===== src/core/tapid_params.svh =====
// timing counts, codes and field positions of the scan port instruction decode
`ifndef TAPID_PARAMS_SVH
`define TAPID_PARAMS_SVH
`define TAPID_IR_WIDTH 3
`define TAPID_IR_CAPTURE 3'h1
`define TAPID_OP_EXTEST 3'h0
`define TAPID_OP_IDCODE 3'h1
`define TAPID_OP_SAMPLEZ 3'h2
`define TAPID_OP_SAMPLE 3'h4
`define TAPID_OP_BYPASS 3'h7
`define TAPID_ID_WIDTH 32
// arbitrary neutral identity value; bit 0 set as the id format expects
`define TAPID_ID_DEFAULT 32'h0000_0001
`define TAPID_RESET_ONES 5
`define TAPID_CLK_PERIOD_NS 25
`define TAPID_TCK_MIN_NS 50
`define TAPID_TCK_MIN_CYCLES ((`TAPID_TCK_MIN_NS + `TAPID_CLK_PERIOD_NS - 1) / `TAPID_CLK_PERIOD_NS)
`endif


===== src/core/tapid_pkg.sv =====
// types shared by the scan port instruction decode
package tapid_pkg;
  typedef enum logic [3:0] {
    tapid_reset, tapid_idle, tapid_sel_dr, tapid_cap_dr, tapid_sh_dr, tapid_ex1_dr,
    tapid_pause_dr, tapid_ex2_dr, tapid_upd_dr, tapid_sel_ir, tapid_cap_ir, tapid_sh_ir,
    tapid_ex1_ir, tapid_pause_ir, tapid_ex2_ir, tapid_upd_ir
  } tapid_state_e;
  typedef enum logic [1:0] {tapid_sel_bypass, tapid_sel_bsr, tapid_sel_id} tapid_dsel_e;
endpackage


===== src/core/tapid_fsm.sv =====
// sixteen-state test access port controller, stepped by a rising test clock strobe
`timescale 1ns/1ps
module tapid_fsm (
  input wire logic clk,
  input wire logic reset,
  input wire logic step,
  input wire logic mode,
  output tapid_pkg::tapid_state_e state
);
  import tapid_pkg::*;
  tapid_state_e next_state;
  always_comb begin
    next_state = state;
    case (state)
      tapid_reset: next_state = mode ? tapid_reset : tapid_idle;
      tapid_idle: next_state = mode ? tapid_sel_dr : tapid_idle;
      tapid_sel_dr: next_state = mode ? tapid_sel_ir : tapid_cap_dr;
      tapid_cap_dr: next_state = mode ? tapid_ex1_dr : tapid_sh_dr;
      tapid_sh_dr: next_state = mode ? tapid_ex1_dr : tapid_sh_dr;
      tapid_ex1_dr: next_state = mode ? tapid_upd_dr : tapid_pause_dr;
      tapid_pause_dr: next_state = mode ? tapid_ex2_dr : tapid_pause_dr;
      tapid_ex2_dr: next_state = mode ? tapid_upd_dr : tapid_sh_dr;
      tapid_upd_dr: next_state = mode ? tapid_sel_dr : tapid_idle;
      tapid_sel_ir: next_state = mode ? tapid_reset : tapid_cap_ir;
      tapid_cap_ir: next_state = mode ? tapid_ex1_ir : tapid_sh_ir;
      tapid_sh_ir: next_state = mode ? tapid_ex1_ir : tapid_sh_ir;
      tapid_ex1_ir: next_state = mode ? tapid_upd_ir : tapid_pause_ir;
      tapid_pause_ir: next_state = mode ? tapid_ex2_ir : tapid_pause_ir;
      tapid_ex2_ir: next_state = mode ? tapid_upd_ir : tapid_sh_ir;
      tapid_upd_ir: next_state = mode ? tapid_sel_dr : tapid_idle;
      default: next_state = tapid_reset;
    endcase
  end
  // the sequence always reaches reset after five high mode samples
  always_ff @(posedge clk) begin
    if (reset) begin
      state <= tapid_reset;
    end else if (step) begin
      state <= next_state;
    end
  end
endmodule


===== src/core/tapid_sync.sv =====
// two flip-flop synchroniser for a bundle of pin levels
`timescale 1ns/1ps
module tapid_sync #(
  parameter int WIDTH = 3
) (
  input wire logic clk,
  input wire logic reset,
  input wire logic [WIDTH-1:0] async_in,
  output logic [WIDTH-1:0] sync_out
);
  logic [WIDTH-1:0] meta;
  if (WIDTH < 1) begin : g_bad_width
    $error("tapid_sync: WIDTH must be positive");
  end
  // pins idle high through their pull-ups
  always_ff @(posedge clk) begin
    if (reset) begin
      meta <= '1;
      sync_out <= '1;
    end else begin
      meta <= async_in;
      sync_out <= meta;
    end
  end
endmodule


===== src/core/tapid_top.sv =====
// boundary-scan instruction decode and data register selection
//
// Overview of operation
// - capture-ir loads 01 into low bits
// - shift-ir moves instruction between tdi and tdo
// - new instruction acts only at update-ir
// - code 111 selects the bypass flop
// - code 100 samples pins into scan chain
// - pinless chain cells capture fixed defaults
// - code 000 runs external test
// - external test leaves inputs wired to core
// - external test drives chain on outputs
// - external test capture loads pins in parallel
// - code 001 captures and shifts identity rom
// - identity instruction after power-up and reset
// - code 010 floats outputs, shifts chain
// - codes written msb left, lsb right
// - instruction register is three bits
// - bypass is one flop stage
// - five high mode edges reach reset
// - identity is 32 bits, lsb first
`timescale 1ns/1ps
`include "tapid_params.svh"
module tapid_top #(
  parameter int BSR_WIDTH = 8,
  parameter logic [BSR_WIDTH-1:0] PIN_MASK = 8'hF0,
  parameter logic [BSR_WIDTH-1:0] PAD_DEFAULT = '1,
  parameter logic [`TAPID_ID_WIDTH-1:0] ID_VALUE = `TAPID_ID_DEFAULT
) (
  input wire logic clk,
  input wire logic reset,
  input wire logic tck,
  input wire logic tms,
  input wire logic tdi,
  output logic tdo,
  output logic tdo_oe,
  input wire logic [BSR_WIDTH-1:0] pin_level,
  output logic [BSR_WIDTH-1:0] pin_drive,
  output logic pin_test_mode,
  output logic pin_float,
  output logic [`TAPID_IR_WIDTH-1:0] active_instr
);
  import tapid_pkg::*;

  // a chain of no cells cannot sit between the serial pins
  if (BSR_WIDTH < 1) begin : g_bad_width
    $error("tapid_top: BSR_WIDTH must be positive");
  end

  // ----------------------------------------
  // pin sampling and test clock edges
  // ----------------------------------------
  // pin levels come from the memory's own clock domain, so they pass two flops first;
  // a level still moving at capture may land either way, hence the far-side hold window
  logic [BSR_WIDTH-1:0] pin_sync;
  logic [2:0] pins_sync;
  logic tck_d;
  tapid_sync #(.WIDTH(3)) u_sync (
    .clk(clk),
    .reset(reset),
    .async_in({tck, tms, tdi}),
    .sync_out(pins_sync)
  );
  tapid_sync #(.WIDTH(BSR_WIDTH)) u_pin_sync (
    .clk(clk),
    .reset(reset),
    .async_in(pin_level),
    .sync_out(pin_sync)
  );
  wire tck_s = pins_sync[2];
  wire tms_s = pins_sync[1];
  wire tdi_s = pins_sync[0];
  wire tck_rise = tck_s & ~tck_d;
  wire tck_fall = ~tck_s & tck_d;

  tapid_state_e state;
  tapid_fsm u_fsm (
    .clk(clk),
    .reset(reset),
    .step(tck_rise),
    .mode(tms_s),
    .state(state)
  );

  // ----------------------------------------
  // instruction register
  // ----------------------------------------
  logic [`TAPID_IR_WIDTH-1:0] ir_shift;
  logic [`TAPID_IR_WIDTH-1:0] ir_active;
  // msb on the left of each code
  wire in_cap_ir = state == tapid_cap_ir;
  wire in_sh_ir = state == tapid_sh_ir;
  wire in_upd_ir = state == tapid_upd_ir;
  wire in_cap_dr = state == tapid_cap_dr;
  wire in_sh_dr = state == tapid_sh_dr;
  wire in_reset = state == tapid_reset;

  // synchroniser leaves reset high, so one harmless fall is seen in test-logic-reset
  always_ff @(posedge clk) begin
    tck_d <= reset ? 1'b1 : tck_s;
  end

  always_ff @(posedge clk) begin
    if (reset) begin
      ir_shift <= `TAPID_OP_IDCODE;
    end else if (tck_rise && in_cap_ir) begin
      ir_shift <= `TAPID_IR_CAPTURE;
    end else if (tck_rise && in_sh_ir) begin
      ir_shift <= {tdi_s, ir_shift[`TAPID_IR_WIDTH-1:1]};
    end
  end

  // update-ir is acted on at the falling edge inside that state
  always_ff @(posedge clk) begin
    if (reset) begin
      ir_active <= `TAPID_OP_IDCODE;
    end else if (in_reset) begin
      ir_active <= `TAPID_OP_IDCODE;
    end else if (tck_fall && in_upd_ir) begin
      ir_active <= ir_shift;
    end
  end

  // ----------------------------------------
  // instruction decode
  // ----------------------------------------
  wire op_extest = ir_active == `TAPID_OP_EXTEST;
  wire op_samplez = ir_active == `TAPID_OP_SAMPLEZ;
  wire op_sample = ir_active == `TAPID_OP_SAMPLE;
  wire op_idcode = ir_active == `TAPID_OP_IDCODE;
  wire use_bsr = op_extest | op_samplez | op_sample;
  // private and bypass codes fall through to bypass
  tapid_dsel_e dsel;
  assign dsel = use_bsr ? tapid_sel_bsr : (op_idcode ? tapid_sel_id : tapid_sel_bypass);

  // ----------------------------------------
  // data registers
  // ----------------------------------------
  logic bypass_bit;
  logic [`TAPID_ID_WIDTH-1:0] id_shift;
  logic [BSR_WIDTH-1:0] bsr_shift;
  logic [BSR_WIDTH-1:0] bsr_hold;
  logic [BSR_WIDTH-1:0] bsr_cap;

  genvar gi;
  generate
    for (gi = 0; gi < BSR_WIDTH; gi++) begin : g_cell
      assign bsr_cap[gi] = PIN_MASK[gi] ? pin_sync[gi] : PAD_DEFAULT[gi];
    end
  endgenerate

  always_ff @(posedge clk) begin
    if (reset) begin
      bypass_bit <= 1'b0;
    end else if (tck_rise && in_cap_dr) begin
      bypass_bit <= 1'b0;
    end else if (tck_rise && in_sh_dr) begin
      bypass_bit <= tdi_s;
    end
  end

  always_ff @(posedge clk) begin
    if (reset) begin
      id_shift <= '0;
    end else if (tck_rise && in_cap_dr && dsel == tapid_sel_id) begin
      id_shift <= ID_VALUE;
    end else if (tck_rise && in_sh_dr && dsel == tapid_sel_id) begin
      id_shift <= {tdi_s, id_shift[`TAPID_ID_WIDTH-1:1]};
    end
  end

  // pin ring captured on the rising edge for any chain instruction
  always_ff @(posedge clk) begin
    if (reset) begin
      bsr_shift <= '0;
    end else if (tck_rise && in_cap_dr && use_bsr) begin
      bsr_shift <= bsr_cap;
    end else if (tck_rise && in_sh_dr && use_bsr) begin
      bsr_shift <= {tdi_s, bsr_shift[BSR_WIDTH-1:1]};
    end
  end

  // holding stage feeds the output drivers; loaded at update falling edges
  always_ff @(posedge clk) begin
    if (reset) begin
      bsr_hold <= '0;
    end else if (tck_fall && (state == tapid_upd_dr) && use_bsr) begin
      bsr_hold <= bsr_shift;
    end
  end

  // ----------------------------------------
  // serial output, changes on falling edge
  // ----------------------------------------
  wire serial_bit = in_sh_ir ? ir_shift[0] :
                    (dsel == tapid_sel_bsr) ? bsr_shift[0] :
                    (dsel == tapid_sel_id) ? id_shift[0] : bypass_bit;
  wire shifting = in_sh_ir | in_sh_dr;

  always_ff @(posedge clk) begin
    if (reset) begin
      tdo <= 1'b0;
      tdo_oe <= 1'b0;
    end else if (tck_fall) begin
      tdo <= shifting ? serial_bit : 1'b0;
      tdo_oe <= shifting;
    end
  end

  // ----------------------------------------
  // pin control outputs
  // ----------------------------------------
  // functional inputs are never gated here, the core keeps seeing its pins
  wire ext_next = op_extest;
  always_ff @(posedge clk) begin
    if (reset) begin
      pin_test_mode <= 1'b0;
      pin_float <= 1'b0;
      pin_drive <= '0;
      active_instr <= `TAPID_OP_IDCODE;
    end else begin
      pin_test_mode <= ext_next;
      pin_float <= op_samplez;
      pin_drive <= bsr_hold;
      active_instr <= ir_active;
    end
  end

  // on entering external test, ext_load_pending marks the update-ir fall; the held chain keeps its last update-dr value
  logic ext_load_pending;
  always_ff @(posedge clk) begin
    if (reset) begin
      ext_load_pending <= 1'b0;
    end else begin
      ext_load_pending <= tck_fall && in_upd_ir && (ir_shift == `TAPID_OP_EXTEST);
    end
  end

  // ----------------------------------------
  // checks
  // ----------------------------------------
  chk_capture_ir_pattern: assert property (@(posedge clk) disable iff (reset)
    (tck_rise && in_cap_ir) |=> ir_shift[1:0] == 2'b01)
    else $error("capture-ir did not load 01");
  chk_ir_hold_until_update: assert property (@(posedge clk) disable iff (reset)
    (!in_reset && !(tck_fall && in_upd_ir)) |=> $stable(ir_active))
    else $error("instruction changed outside update-ir");
  chk_reset_idcode: assert property (@(posedge clk) disable iff (reset)
    in_reset |=> ir_active == `TAPID_OP_IDCODE)
    else $error("reset state did not restore identity instruction");
  chk_private_bypass: assert property (@(posedge clk) disable iff (reset)
    (ir_active == 3'h3 || ir_active == 3'h5 || ir_active == 3'h6 || ir_active == 3'h7)
      |-> dsel == tapid_sel_bypass)
    else $error("private code did not select bypass");
  chk_id_capture: assert property (@(posedge clk) disable iff (reset)
    (tck_rise && in_cap_dr && op_idcode) |=> id_shift == ID_VALUE)
    else $error("identity not captured");
  chk_bsr_capture: assert property (@(posedge clk) disable iff (reset)
    (tck_rise && in_cap_dr && use_bsr) |=> (bsr_shift & ~PIN_MASK) == (PAD_DEFAULT & ~PIN_MASK))
    else $error("pinless cells lost defaults");
  chk_float_samplez: assert property (@(posedge clk) disable iff (reset)
    op_samplez |=> pin_float)
    else $error("outputs not floated for sample-z");
  chk_extest_drive: assert property (@(posedge clk) disable iff (reset)
    ext_load_pending |=> ##1 pin_test_mode)
    else $error("external test did not drive outputs");
  chk_bypass_shift: assert property (@(posedge clk) disable iff (reset)
    (tck_rise && in_sh_dr) |=> bypass_bit == $past(tdi_s))
    else $error("bypass stage not single flop");
  chk_tmr_reset: assert property (@(posedge clk) disable iff (reset)
    (tck_rise && tms_s && state == tapid_sel_ir) |=> in_reset)
    else $error("controller missed reset path");
  chk_pin_capture: assert property (@(posedge clk) disable iff (reset)
    (tck_rise && in_cap_dr && use_bsr) |=>
      (bsr_shift & PIN_MASK) == ($past(pin_sync) & PIN_MASK))
    else $error("pin levels not captured into chain");
  chk_update_loads: assert property (@(posedge clk) disable iff (reset)
    (tck_fall && in_upd_ir) |=> ir_active == $past(ir_shift))
    else $error("update-ir did not load the new instruction");
  chk_active_instr: assert property (@(posedge clk) disable iff (reset)
    (active_instr != ir_active) |=> active_instr == $past(ir_active))
    else $error("active instruction output lags");
  chk_bypass_capture: assert property (@(posedge clk) disable iff (reset)
    (tck_rise && in_cap_dr) |=> !bypass_bit)
    else $error("bypass stage not cleared at capture");
  chk_id_shift: assert property (@(posedge clk) disable iff (reset)
    (tck_rise && in_sh_dr && op_idcode) |=> id_shift[30:0] == $past(id_shift[31:1]))
    else $error("identity not shifted lsb first");
  // serial output and pin control
  chk_tdo_oe_shift: assert property (@(posedge clk) disable iff (reset)
    (tck_fall && (in_sh_ir || in_sh_dr)) |=> tdo_oe)
    else $error("serial out not enabled while shifting");
  chk_tdo_quiet: assert property (@(posedge clk) disable iff (reset)
    (tck_fall && !in_sh_ir && !in_sh_dr) |=> (!tdo_oe && !tdo))
    else $error("serial out active outside shift");
  chk_test_mode_follow: assert property (@(posedge clk) disable iff (reset)
    (op_extest != pin_test_mode) |=> pin_test_mode == $past(op_extest))
    else $error("test mode does not follow code 000");
  chk_float_only: assert property (@(posedge clk) disable iff (reset)
    !op_samplez |=> !pin_float)
    else $error("outputs floated without sample-z");
  chk_drive_from_hold: assert property (@(posedge clk) disable iff (reset)
    (tck_fall && state == tapid_upd_dr && use_bsr) |=> ##1 pin_drive == $past(bsr_shift, 2))
    else $error("pin drive does not follow updated chain");
endmodule


===== config.mk =====
export PLATFORM = sky130hd
export DESIGN_NAME = tapid_top
export DESIGN_NICKNAME = d
export VERILOG_FILES = /design/src/core/tapid_pkg.sv /design/src/core/tapid_fsm.sv /design/src/core/tapid_sync.sv /design/src/core/tapid_top.sv
export VERILOG_INCLUDE_DIRS = /design/src /design/src/core
export SDC_FILE = /design/constraint.sdc
export NUM_CORES = 1
export LEC_CHECK = 0
export BUFFER_PORTS_ARGS = -buffer_cell sky130_fd_sc_hd__buf_2
export CORE_MARGIN = 1
export CORE_UTILIZATION = 43
export CTS_CLUSTER_SIZE = 20
export DETAILED_ROUTE_END_ITERATION = 8
export GPL_ROUTABILITY_DRIVEN = 0
export PLACE_DENSITY = 0.6
export SLEW_MARGIN = 20
export SYNTH_ARGS = -nofsm -noshare
export SYNTH_HDL_FRONTEND = slang
export SYNTH_HIERARCHICAL = 1
export SYNTH_SLANG_ARGS = --single-unit

===== constraint.sdc =====
create_clock -name clk -period 3.4 [get_ports clk]
set_clock_uncertainty 0.15 [all_clocks]
set_input_delay 0.34 -clock clk [delete_from_list [all_inputs] [get_ports clk]]
set_output_delay 0.34 -clock clk [all_outputs]
set_load 0.03 [all_outputs]

Word-level counts from Yosys, hierarchy flattened
Cells that the tools add are included.

word-level totals
  register bits = 97
  input bits = 13
  logic and storage cells = 91

operators by class
  equality and inequality tests = 20
  mux-type cells = 23
  bitwise operators = 7
  reduce and logical (&&, ||, !) cells = 22

operators with widths
  kind                                            count
  one-hot mux 4 bit (12 select lines)             1
  == test 4 bit (second input constant)           8
  == test 4 x 3 -> 1 bit (second input constant)  4
  two-way mux 4 bit                               4
  two-way mux 8 bit                               2
  OR reduction 2 bit                              6
  logical AND 1 bit                               11
  two-way mux 2 bit                               5
  two-way mux 1 bit                               9
  == test 4 x 2 -> 1 bit (second input constant)  2
  two-way mux 3 bit                               2
  == test 4 x 1 -> 1 bit (second input constant)  1
  zero test 4 bit                                 1
  nonzero test 2 bit                              2
  == test 3 x 1 -> 1 bit (second input constant)  1
  == test 3 x 2 -> 1 bit (second input constant)  1
  == test 3 bit (second input constant)           1
  zero test 3 bit                                 1
  bitwise OR 1 bit                                3
  OR reduction 3 bit                              1
  AND 1 bit                                       2
  == test 2 x 1 -> 1 bit (second input constant)  1
  == test 2 bit (second input constant)           1
  NOT 1 bit                                       2

Longest topological paths before layout
Gate-level depths: netlist of run 1.

  depth after elaboration = 9
  mapped depth = 7

Hierarchy
The synthesis of run 1 kept the hierarchy.

by module, submodules not included
  module                   times used  cells an instance  area an instance (um^2)  seq. area each (um^2)
  tapid_top                1           294                2713.9                   1421.4
  tapid_sync (u_pin_sync)  1           33                 431.7                    320.3
  tapid_fsm                1           43                 360.3                    80.1
  tapid_sync (u_sync)      1           12                 157.7                    120.1

Worst setup path after synthesis of run 1
Ideal clock, no wire load.

  path type = reg-to-reg
  from = register u_fsm.state[0]
  to = register bypass_bit
  arrival time = 1.344 ns
  required time = 3.121 ns
  path slack = 1.777 ns
  cell stages (with the launch flop) = 6
  clock period less this slack = 1.623 ns
  cell sequence = dfxtp_1 buf_4 or4b_4 nor2_2 mux2i_1 nor3_2

between the ends
  word-level cells in the longest chain between the ends = 3
  elaborated cells between the ends (all ways) = 5
  classes of those cells = 2 x eq/ne; 3 x reduce/logical

ends and longest elaborated chain
  element                       RTL line          source
  start, declared               tapid_fsm.sv:8    output tapid_pkg::tapid_state_e state
  start signal, assigned        tapid_fsm.sv:37   state <= tapid_reset;
  start signal, assigned        tapid_fsm.sv:39   state <= next_state;
  == test 4 x 2 -> 1 bit        tapid_top.sv:94   wire in_cap_dr = state == tapid_cap_dr;
  logical AND 1 bit             tapid_top.sv:155  end else if (tck_rise && in_cap_dr) begin
  OR reduction 2 bit (no line)  -
  end signal, assigned          tapid_top.sv:158  bypass_bit <= tdi_s;
  end, declared                 tapid_top.sv:139  logic bypass_bit;

Several ways; a longest one is shown, not always the timed one.
A chain may end at the register's enable or synchronous reset.

Worst setup path in the final report of run 1
  from = register u_fsm.state[0]
  to = register id_shift[18]

between the ends
  word-level cells in the longest chain between the ends = 4
  elaborated cells between the ends (all ways) = 7
  classes of those cells = 2 x eq/ne; 5 x reduce/logical

ends and longest elaborated chain
  element                          RTL line          source
  == test 4 x 2 -> 1 bit           tapid_top.sv:94
  logical AND 1 bit (2 in series)  tapid_top.sv:165  end else if (tck_rise && in_cap_dr && dsel == tapid_sel_id) begin
  OR reduction 2 bit (no line)     -
  end signal, assigned             tapid_top.sv:168  id_shift <= {tdi_s, id_shift[`TAPID_ID_WIDTH-1:1]};
  end, declared                    tapid_top.sv:140  logic [`TAPID_ID_WIDTH-1:0] id_shift;

Several ways; a longest one is shown, not always the timed one.

==> results.json, run 1 <==
{
  "pre_cts_slack_ps": 1290,
  "power.switching_w": 0.000400,
  "crit_type": "flop to flop",
  "tightest_slew_ps": 746,
  "cpLargestDelayFamily": "flip-flops",
  "power_density_mw_per_mm2": 485,
  "p_int_w": 0.00145,
  "seqPwrFrac": 0.571,
  "place_area_mm2": 0.00356,
  "fillers": 728,
  "dieArea_mm2": 0.00839,
  "portBuffers": 23,
  "fin_crit_ps": 2090,
  "max_freq_mhz": 477,
  "postSynthCellCount": 366,
  "synthesis.nets": 379,
  "design_area_mm2": 0.00382,
  "drtPass1Iterations": 4,
  "worstPathBufferInverterCount": 1,
  "grtUsageMet3": 0.0348,
  "grt_util_met1": 0.210,
  "switching_share": 0.216,
  "slew_headroom": 0.503,
  "hold_class": "input port to flop",
  "grt_max_degree": 49,
  "maxCapViolations": 0,
  "end_kind": "flop",
  "grt_first_pass_wirelength_mm": 10.4,
  "clk_latency_ps": 350,
  "path_max_fanout": 31,
  "cp_slowest_stage_delay_ps": 770,
  "die_h_um": 91.6,
  "ant_nets": 0,
  "setup_viol": 0,
  "met2_usage": 0.234,
  "dp_hpwl_mm": 3.56,
  "r2r_cells": 5,
  "cts_buffer_depth": 2,
  "worstPathCellList": "and3b_2 -> and2_4 -> a21o_1 -> buf_4 -> a21oi_1",
  "htreeDepth": 3,
  "place_inst": 473,
  "numCtsBuffers": 9,
  "layout-drive-gt1-share": 0.187,
  "drc": 0,
  "startpoint_type": "flop",
  "slowest_stage": "dfxtp_1",
  "fin_nets": 399,
  "period_share": 0.616,
  "area_growth_pct": 10.5,
  "cp_data_arrival_time_ps": 2180,
  "power_leakage_nw": 1.48,
  "overflow": 0,
  "timing.final.ws_setup_ps": 1310,
  "avgRoutedWirePerCell_um": 11.8,
  "peakVddDrop_mv": 0.272,
  "rsz0062_at_grt": "no",
  "utilization": 0.494,
  "clk_pin_slew_worst_paths_ps": 90,
  "wirelength_mm": 5.81,
  "grt_usage": 0.156,
  "stdcell_count": 493,
  "drtIter0Drc": 184,
  "drv_slew": 0,
  "status": "finished clean",
  "core_area_mm2": 0.00773,
  "holdPathStages": 2,
  "combPwrFrac": 0.023,
  "worst-path-stages": 5,
  "hold_viol": 0,
  "antennaDiodeCount": 0,
  "clockRootBuffer": "clkbuf_8",
  "clockPowerShare": 0.406,
  "synth_warnings": 6,
  "cts_tree": "yes",
  "viasPerCell": 4.95,
  "pin_count": 28,
  "cts.sink_count": 89,
  "worstPathRequired_ps": 3490,
  "die_x_um": 91.6,
  "grt_pass1_vias": 2221,
  "avgSynthCellArea_um2": 9.44,
  "setup-tns-final_ps": 0,
  "synth_area_mm2": 0.00345,
  "grt_antenna_before_repair": 0,
  "cts-resized-gates": 0,
  "rows": 32,
  "initial_utilization": 0.447,
  "vias": 2442,
  "busiest_layer": "met2"
}
cells in the final DEF (no fill, tap or decap), types with 3 or more instances in the layout:
cell / n
a21oi_1: 28
a21oi_2: 11
a311oi_1: 3
a31oi_1: 4
buf_2: 23
buf_4: 3
clkbuf_8: 11
dfxtp_1: 89
dlygate4sd3_1: 4
inv_1: 7
mux2i_1: 14
nand2_1: 70
nand2_2: 4
nand2b_1: 3
nand3_1: 6
nor2_1: 21
nor2b_1: 13
nor3b_1: 3
o21ai_0: 11
o22ai_1: 4
or2_1: 14
or2_2: 3
metal layers:
metal / vias to the layer above / routed length (um)
li1: 1275 / -
met1: 1109 / 2910
met2: 50 / 2540
met3: 8 / 251
met4: 0 / 110
met5: - / 0
power groups by stage:
stage	clock, W	combinational, W	sequential (W)
floorplan	0	0.0000307	0.00108
global placement	0	0.0000390	0.00108
detailed placement	0	0.0000394	0.00108
CTS	0.000778	0.0000430	0.00106
global route	0.000822	0.0000477	0.00106
finish	0.000751	0.0000421	0.00106
path summary, 6_finish.rpt:
check,startpoint,to,slack (ps)
setup reg to reg,u_fsm/state[0]$_SDFFE_PP0P_,id_shift[18]$_SDFFE_PP0P_,1310
hold reg to reg,u_pin_sync/meta[7]$_SDFF_PP1_,u_pin_sync/sync_out[7]$_SDFF_PP1_,260
setup / recovery,u_fsm/state[0]$_SDFFE_PP0P_,id_shift[18]$_SDFFE_PP0P_,1310
hold / removal,pin_level[7],u_pin_sync/meta[7]$_SDFF_PP1_,10
registers in the layout, indices dropped and copies added, names as in the netlist:
register,count
id_shift,32
bsr_hold,8
bsr_shift,8
pin_drive,8
u_fsm/state,4
u_pin_sync/meta,4
u_pin_sync/sync_out,4
active_instr,3
ir_active,3
ir_shift,3
u_sync/meta,3
u_sync/sync_out,3
bypass_bit,1
pin_float,1
pin_test_mode,1
tck_d,1
tdo,1
tdo_oe,1
layout make-up:
class / count / area [um^2] / area share
clock buffers: 11 / 151 / 0.0397
flip-flops and latches: 89 / 1780 / 0.467
multi-input cells: 248 / 1490 / 0.390
repair buffers: 30 / 178 / 0.0466
well taps: 102 / 128 / 0.0334
clock inverters: 5 / 61.3 / 0.0161
inverters: 8 / 30.0 / 0.00787
stage by stage:
step | hold WS [ps] | total power, W
3_5_place_dp | 241 | 0.00112
5_1_grt | 5.24 | 0.00193
6_report | 14.5 | 0.00185
4_1_cts | 0.445 | 0.00188
2_1_floorplan | 233 | 0.00111
3_3_place_gp | 237 | 0.00112
worst register-to-register path: cells and delay by family, from the launching register on:
family	cells	cell delay, ps
simple gates	2	520
flops	1	770
compound gates	2	210
buf+inv	1	340
timing repair:
action	4_1_cts	5_1_grt
endpoints found under the hold margin	4	0
buffers inserted	0	0
hold buffers	4	0
Note: power is estimated with default switching activity, not from simulation.
==> run 2, diff against run 1 <==
- clock period: 3.4 -> 2.1 ns (I/O delays scaled with it)
==> run 2 against run 1 <==
Wire length up 0.95%. First-iteration DRC count is 14% lower. Final area grew 3.0%. Critical path type unchanged. Critical endpoint is now id_shift[30]$_SDFFE_PP0P_. Die area stayed put. Worst setup slack got worse by 960 ps. Hold slack better by 110 ps.
==> results.json, run 2 (synthesis gave the netlist of run 1 again) <==
{
  "status": "finished clean",
  "rr_startpoint": "u_fsm/state[3]$_SDFFE_PP0P_",
  "grt_pass1_vias": 2295,
  "fillers": 740,
  "largest_reg_flops": 32,
  "pin_count": 28,
  "maxCapViolations": 0,
  "drtPass1Iterations": 6,
  "top_register": "id_shift",
  "clk_pin_slew_worst_paths_ps": 80,
  "area_growth_pct": 13.8,
  "layout-drive-gt1-share": 0.198,
  "tightest_slew_ps": 629,
  "worstPathRequired_ps": 2190,
  "period_share": 0.837,
  "pre_cts_slack_ps": 355,
  "drtIter0Drc": 158,
  "peakVddDrop_mv": 0.400,
  "die_h_um": 91.6,
  "antennaDiodeCount": 0,
  "hold_class": "input port to flop",
  "vias": 2518,
  "fin_nets": 408,
  "cts_buffer_depth": 2,
  "grt_usage": 0.158,
  "wirelength_mm": 5.87,
  "core_area_mm2": 0.00773,
  "final_common_cell": "dfxtp_1",
  "max_freq_mhz": 569,
  "dieArea_mm2": 0.00839,
  "drc": 0,
  "finalPower_w": 0.00309,
  "power_leakage_nw": 1.53,
  "cts-resized-gates": 0,
  "portBuffers": 23,
  "fin_crit_ps": 1760,
  "layout_common_cells": "dfxtp_1, nand2_1, a21oi_1",
  "setup-tns-final_ps": 0,
  "grt_antenna_before_repair": 0,
  "ant_nets": 0,
  "setup_viol": 0,
  "power_density_mw_per_mm2": 786,
  "dp_hpwl_mm": 3.76,
  "place_inst": 479,
  "grt_first_pass_wirelength_mm": 10.4,
  "viasPerCell": 5.02,
  "clockRootBuffer": "clkbuf_8",
  "end_kind": "flop",
  "clk_latency_ps": 360,
  "slew_headroom": 0.575,
  "crit_type": "flop to flop",
  "cp_data_arrival_time_ps": 1850,
  "cts_tree": "yes",
  "design_area_mm2": 0.00393,
  "cts.sink_count": 89,
  "setup.worst_path.start": "u_fsm/state[3]$_SDFFE_PP0P_",
  "startpoint_type": "flop",
  "initial_utilization": 0.447,
  "hold_start": "reset",
  "htreeDepth": 3,
  "timing.final.ws_setup_ps": 342,
  "rows": 32,
  "stdcell_count": 502,
  "die_x_um": 91.6,
  "rsz0062_at_grt": "no",
  "grt_max_degree": 32,
  "numCtsBuffers": 9,
  "place_area_mm2": 0.00363,
  "hold_viol": 0,
  "cts_setup_buffers": 0,
  "drv_slew": 0,
  "avgRoutedWirePerCell_um": 11.7,
  "path_max_fanout": 31,
  "overflow": 0
}
## run 2: cell types whose count changed in the layout (fill, tap and decap cells not counted)
| cell | delta |
|---|---|
| buf_4 | +4 |
| clkbuf_8 | -1 |
| bufinv_16 | +1 |
| dlygate4sd3_1 | +3 |
| clkinv_4 | -2 |
| clkinvlp_4 | +2 |
| buf_12 | +2 |
## run 2: worst max-delay path, stage by stage, from the launching register on
cell	delay [ps]
dfxtp_1	410
nor3b_1	390
and2_4	250
a21o_1	170
buf_12	200
a21oi_1	70
## run 2: layer usage
| metal | wire (um) | global-route usage | share of wire | vias up |
|---|---|---|---|---|
| li1 | - | - | - | 1296 |
| met1 | 2910 | 0.201 | 0.50 | 1155 |
| met2 | 2620 | 0.249 | 0.45 | 57 |
| met3 | 234 | 0.0473 | 0.040 | 10 |
| met4 | 96 | 0.0635 | 0.016 | 0 |
| met5 | 0 | 0 | 0 | - |
## run 2: path summary, 6_finish.rpt
path                                         to  slack (ps)  depth (start not counted)
setup reg to reg      id_shift[30]$_SDFFE_PP0P_         340                          5
hold / removal       active_instr[1]$_SDFF_PP0_         130                          2
hold reg to reg   u_sync/sync_out[2]$_SDFF_PP1_         260                          1
setup / recovery      id_shift[30]$_SDFFE_PP0P_         340                          5
## run 2: timing repair
item,in CTS,in global routing
hold endpoints to repair,7,0
setup endpoints to repair,0,0
hold buffers,7,0
## run 2: through the flow
step	hold WS [ps]	utilization
final	129	0.509
after global routing	177	0.509
after CTS	122	0.509
after detailed placement	239	0.470
after global placement	235	0.470
after floorplan	132	-
## run 2: final cells by class
class                      count  area [um^2]  area share
timing repair buffer          39          278      0.0707
clock buffer                  10          138      0.0350
clock inverter                 6         88.8      0.0226
sequential                    89         1780       0.453
inverter                       8         30.0     0.00764
multi-input combinational    248         1490       0.378
tap                          102          128      0.0325
## run 2: where the power goes
part	switching, W	internal (W)
sequential	0.00000999	0.00170
clock	0.000593	0.000704
combinational	0.0000474	0.0000355
total	0.000650	0.00244
==> run 3, diff against run 2 <==
- PLACE_DENSITY: 0.6 -> 0.63
- clock period: 2.1 -> 1.6 ns (I/O delays scaled with it)
==> run 3 against run 2 <==
Critical path depth fell by 1. Global-route usage fell by 0.35 points. Worst setup slack got worse by 280 ps. Via count rose by 2.1%. Largest cell class unchanged. Sequential power rose by 31%. Cell count rose by 3.4%.
==> results.json, run 3 (synthesis gave the netlist of run 1 again) <==
{
  "drv_slew": 0,
  "clockRootBuffer": "clkbuf_8",
  "power_density_mw_per_mm2": 922,
  "combPwrFrac": 0.031,
  "fin_crit_ps": 1540,
  "maxCapViolations": 0,
  "vias": 2571,
  "top_register": "id_shift",
  "end_kind": "flop",
  "cts_tree": "yes",
  "worstPathBufferInverterCount": 0,
  "drtIter0Drc": 124,
  "slowest_stage": "or4b_4",
  "rsz0062_at_grt": "yes",
  "wirelength_mm": 6.08,
  "power.switching_w": 0.000823,
  "reg2reg_slack_ps": 60,
  "portBuffers": 23,
  "pin_count": 28,
  "clk_pin_slew_worst_paths_ps": 80,
  "min_to": "u_fsm/state[1]$_SDFFE_PP0P_",
  "grt_antenna_before_repair": 0,
  "largest_reg_flops": 32,
  "seqPwrFrac": 0.591,
  "overflow": 0,
  "seqCellArea_mm2": 0.00179,
  "worstPathCellList": "or4b_4 -> nor2_4 -> mux2i_1 -> nor3_2",
  "r2r_cells": 4,
  "p_int_w": 0.00297,
  "switching_share": 0.217,
  "grt_usage": 0.154,
  "timing.final.ws_setup_ps": 58.3,
  "ant_nets": 0,
  "grt_first_pass_wirelength_mm": 10.4,
  "hold_viol": 0,
  "drc": 0,
  "clk_latency_ps": 340,
  "final_common_cell": "dfxtp_1",
  "slew_headroom": 0.723,
  "worstPathRequired_ps": 1690,
  "status": "finished clean",
  "die_h_um": 91.6,
  "htreeDepth": 3,
  "max_freq_mhz": 649,
  "fin_hold_ws_ps": 25.2,
  "numCtsBuffers": 9,
  "cts_buffer_depth": 2,
  "grt_pass1_vias": 2302,
  "fin_nets": 425,
  "hold_start": "reset",
  "clockPowerShare": 0.378,
  "fillers": 696,
  "area_growth_pct": 19.2,
  "hold_class": "input port to flop",
  "r2r_end": "bypass_bit$_SDFFE_PP0P_",
  "avgRoutedWirePerCell_um": 11.7,
  "startpoint_type": "flop",
  "holdPathStages": 2,
  "utilization": 0.533,
  "crit_type": "flop to flop",
  "antennaDiodeCount": 0,
  "tightest_slew_ps": 410,
  "dp_hpwl_mm": 3.91,
  "dieArea_mm2": 0.00839,
  "power_leakage_nw": 1.63,
  "period_share": 0.964,
  "cp_data_arrival_time_ps": 1630,
  "cpLargestDelayFamily": "simple AND/OR/NAND/NOR gates",
  "die_x_um": 91.6,
  "grt_max_degree": 32,
  "multi_input_area_mm2": 0.00153,
  "core_area_mm2": 0.00773,
  "cts.sink_count": 89,
  "rows": 32,
  "rr_startpoint": "u_fsm/state[1]$_SDFFE_PP0P_",
  "pre_cts_slack_ps": -86.3,
  "initial_utilization": 0.447,
  "drtPass1Iterations": 4,
  "layout-drive-gt1-share": 0.261,
  "viasPerCell": 4.95,
  "setup_viol": 0,
  "cp_slowest_stage_delay_ps": 570,
  "peakVddDrop_mv": 0.480,
  "path_max_fanout": 5,
  "layout_common_cells": "dfxtp_1, nand2_1, a21oi_1"
}
==> run 3: cell types whose count changed in the layout (fill, tap and decap cells not counted), moves of 2 or more <==
cell / change
clkinv_2: +2
clkinvlp_4: -2
dfxtp_2: +6
dfxtp_1: -7
bufinv_16: -2
nor3b_1: -2
clkbuf_8: +2
buf_4: +14
==> run 3: final cells by class <==
cell class                      count  area share
Sequential cell                    89       0.436
Multi-Input combinational cell    248       0.373
Timing Repair Buffer               56       0.107
Clock buffer                       12      0.0401
Tap cell                          102      0.0310
Inverter                            8     0.00791
Clock inverter                      4     0.00578
==> run 3: through the flow <==
stage               std cells  power (W)  instance area, um^2  setup TNS, ps
floorplan                 366    0.00236                 3460          -16.7
global placement          493    0.00240                 3740          -1670
detailed placement        493    0.00240                 3740          -1910
CTS                       517    0.00385                 4020              0
global route              519    0.00396                 4120          -87.1
finish                    519    0.00380                 4120              0
==> run 3: worst max path at each step <==
stage | to | start | cells past startpoint
global placement | id_shift[11]$_SDFFE_PP0P_ | u_fsm/state[3]$_SDFFE_PP0P_ | 5
detailed placement | bsr_shift[5]$_SDFFE_PP0P_ | u_fsm/state[3]$_SDFFE_PP0P_ | 5
floorplan | bypass_bit$_SDFFE_PP0P_ | u_fsm/state[0]$_SDFFE_PP0P_ | 5
finish | bypass_bit$_SDFFE_PP0P_ | u_fsm/state[1]$_SDFFE_PP0P_ | 4
CTS | u_fsm/state[0]$_SDFFE_PP0P_ | u_fsm/state[0]$_SDFFE_PP0P_ | 4
global route | id_shift[3]$_SDFFE_PP0P_ | u_fsm/state[0]$_SDFFE_PP0P_ | 5
==> run 3: routing by layer <==
layer / part of all wire / GRT usage / up-vias
met1: 0.49 / 0.206 / 1172
li1: - / - / 1332
met2: 0.44 / 0.232 / 59
met5: 0 / 0 / -
met4: 0.0089 / 0.0635 / 0
met3: 0.054 / 0.0448 / 8
==> run 3: what timing repair did <==
action | in CTS | in global routing
setup buffers | 1 | 1
endpoints found under the hold margin | 7 | 0
setup endpoints to repair | 40 | 53
gates resized for setup | 2 | 19
hold buffers | 7 | 0
cloned | 0 | 1
pin swaps | 0 | 3
==> run 3: power by group through the flow <==
stage / sequential [W] / clock [W] / combinational [W]
2_1_floorplan: 0.00229 / 0 / 0.0000655
3_3_place_gp: 0.00230 / 0 / 0.000100
3_5_place_dp: 0.00230 / 0 / 0.000102
4_1_cts: 0.00224 / 0.00149 / 0.000115
5_1_grt: 0.00225 / 0.00158 / 0.000130
6_report: 0.00224 / 0.00143 / 0.000117
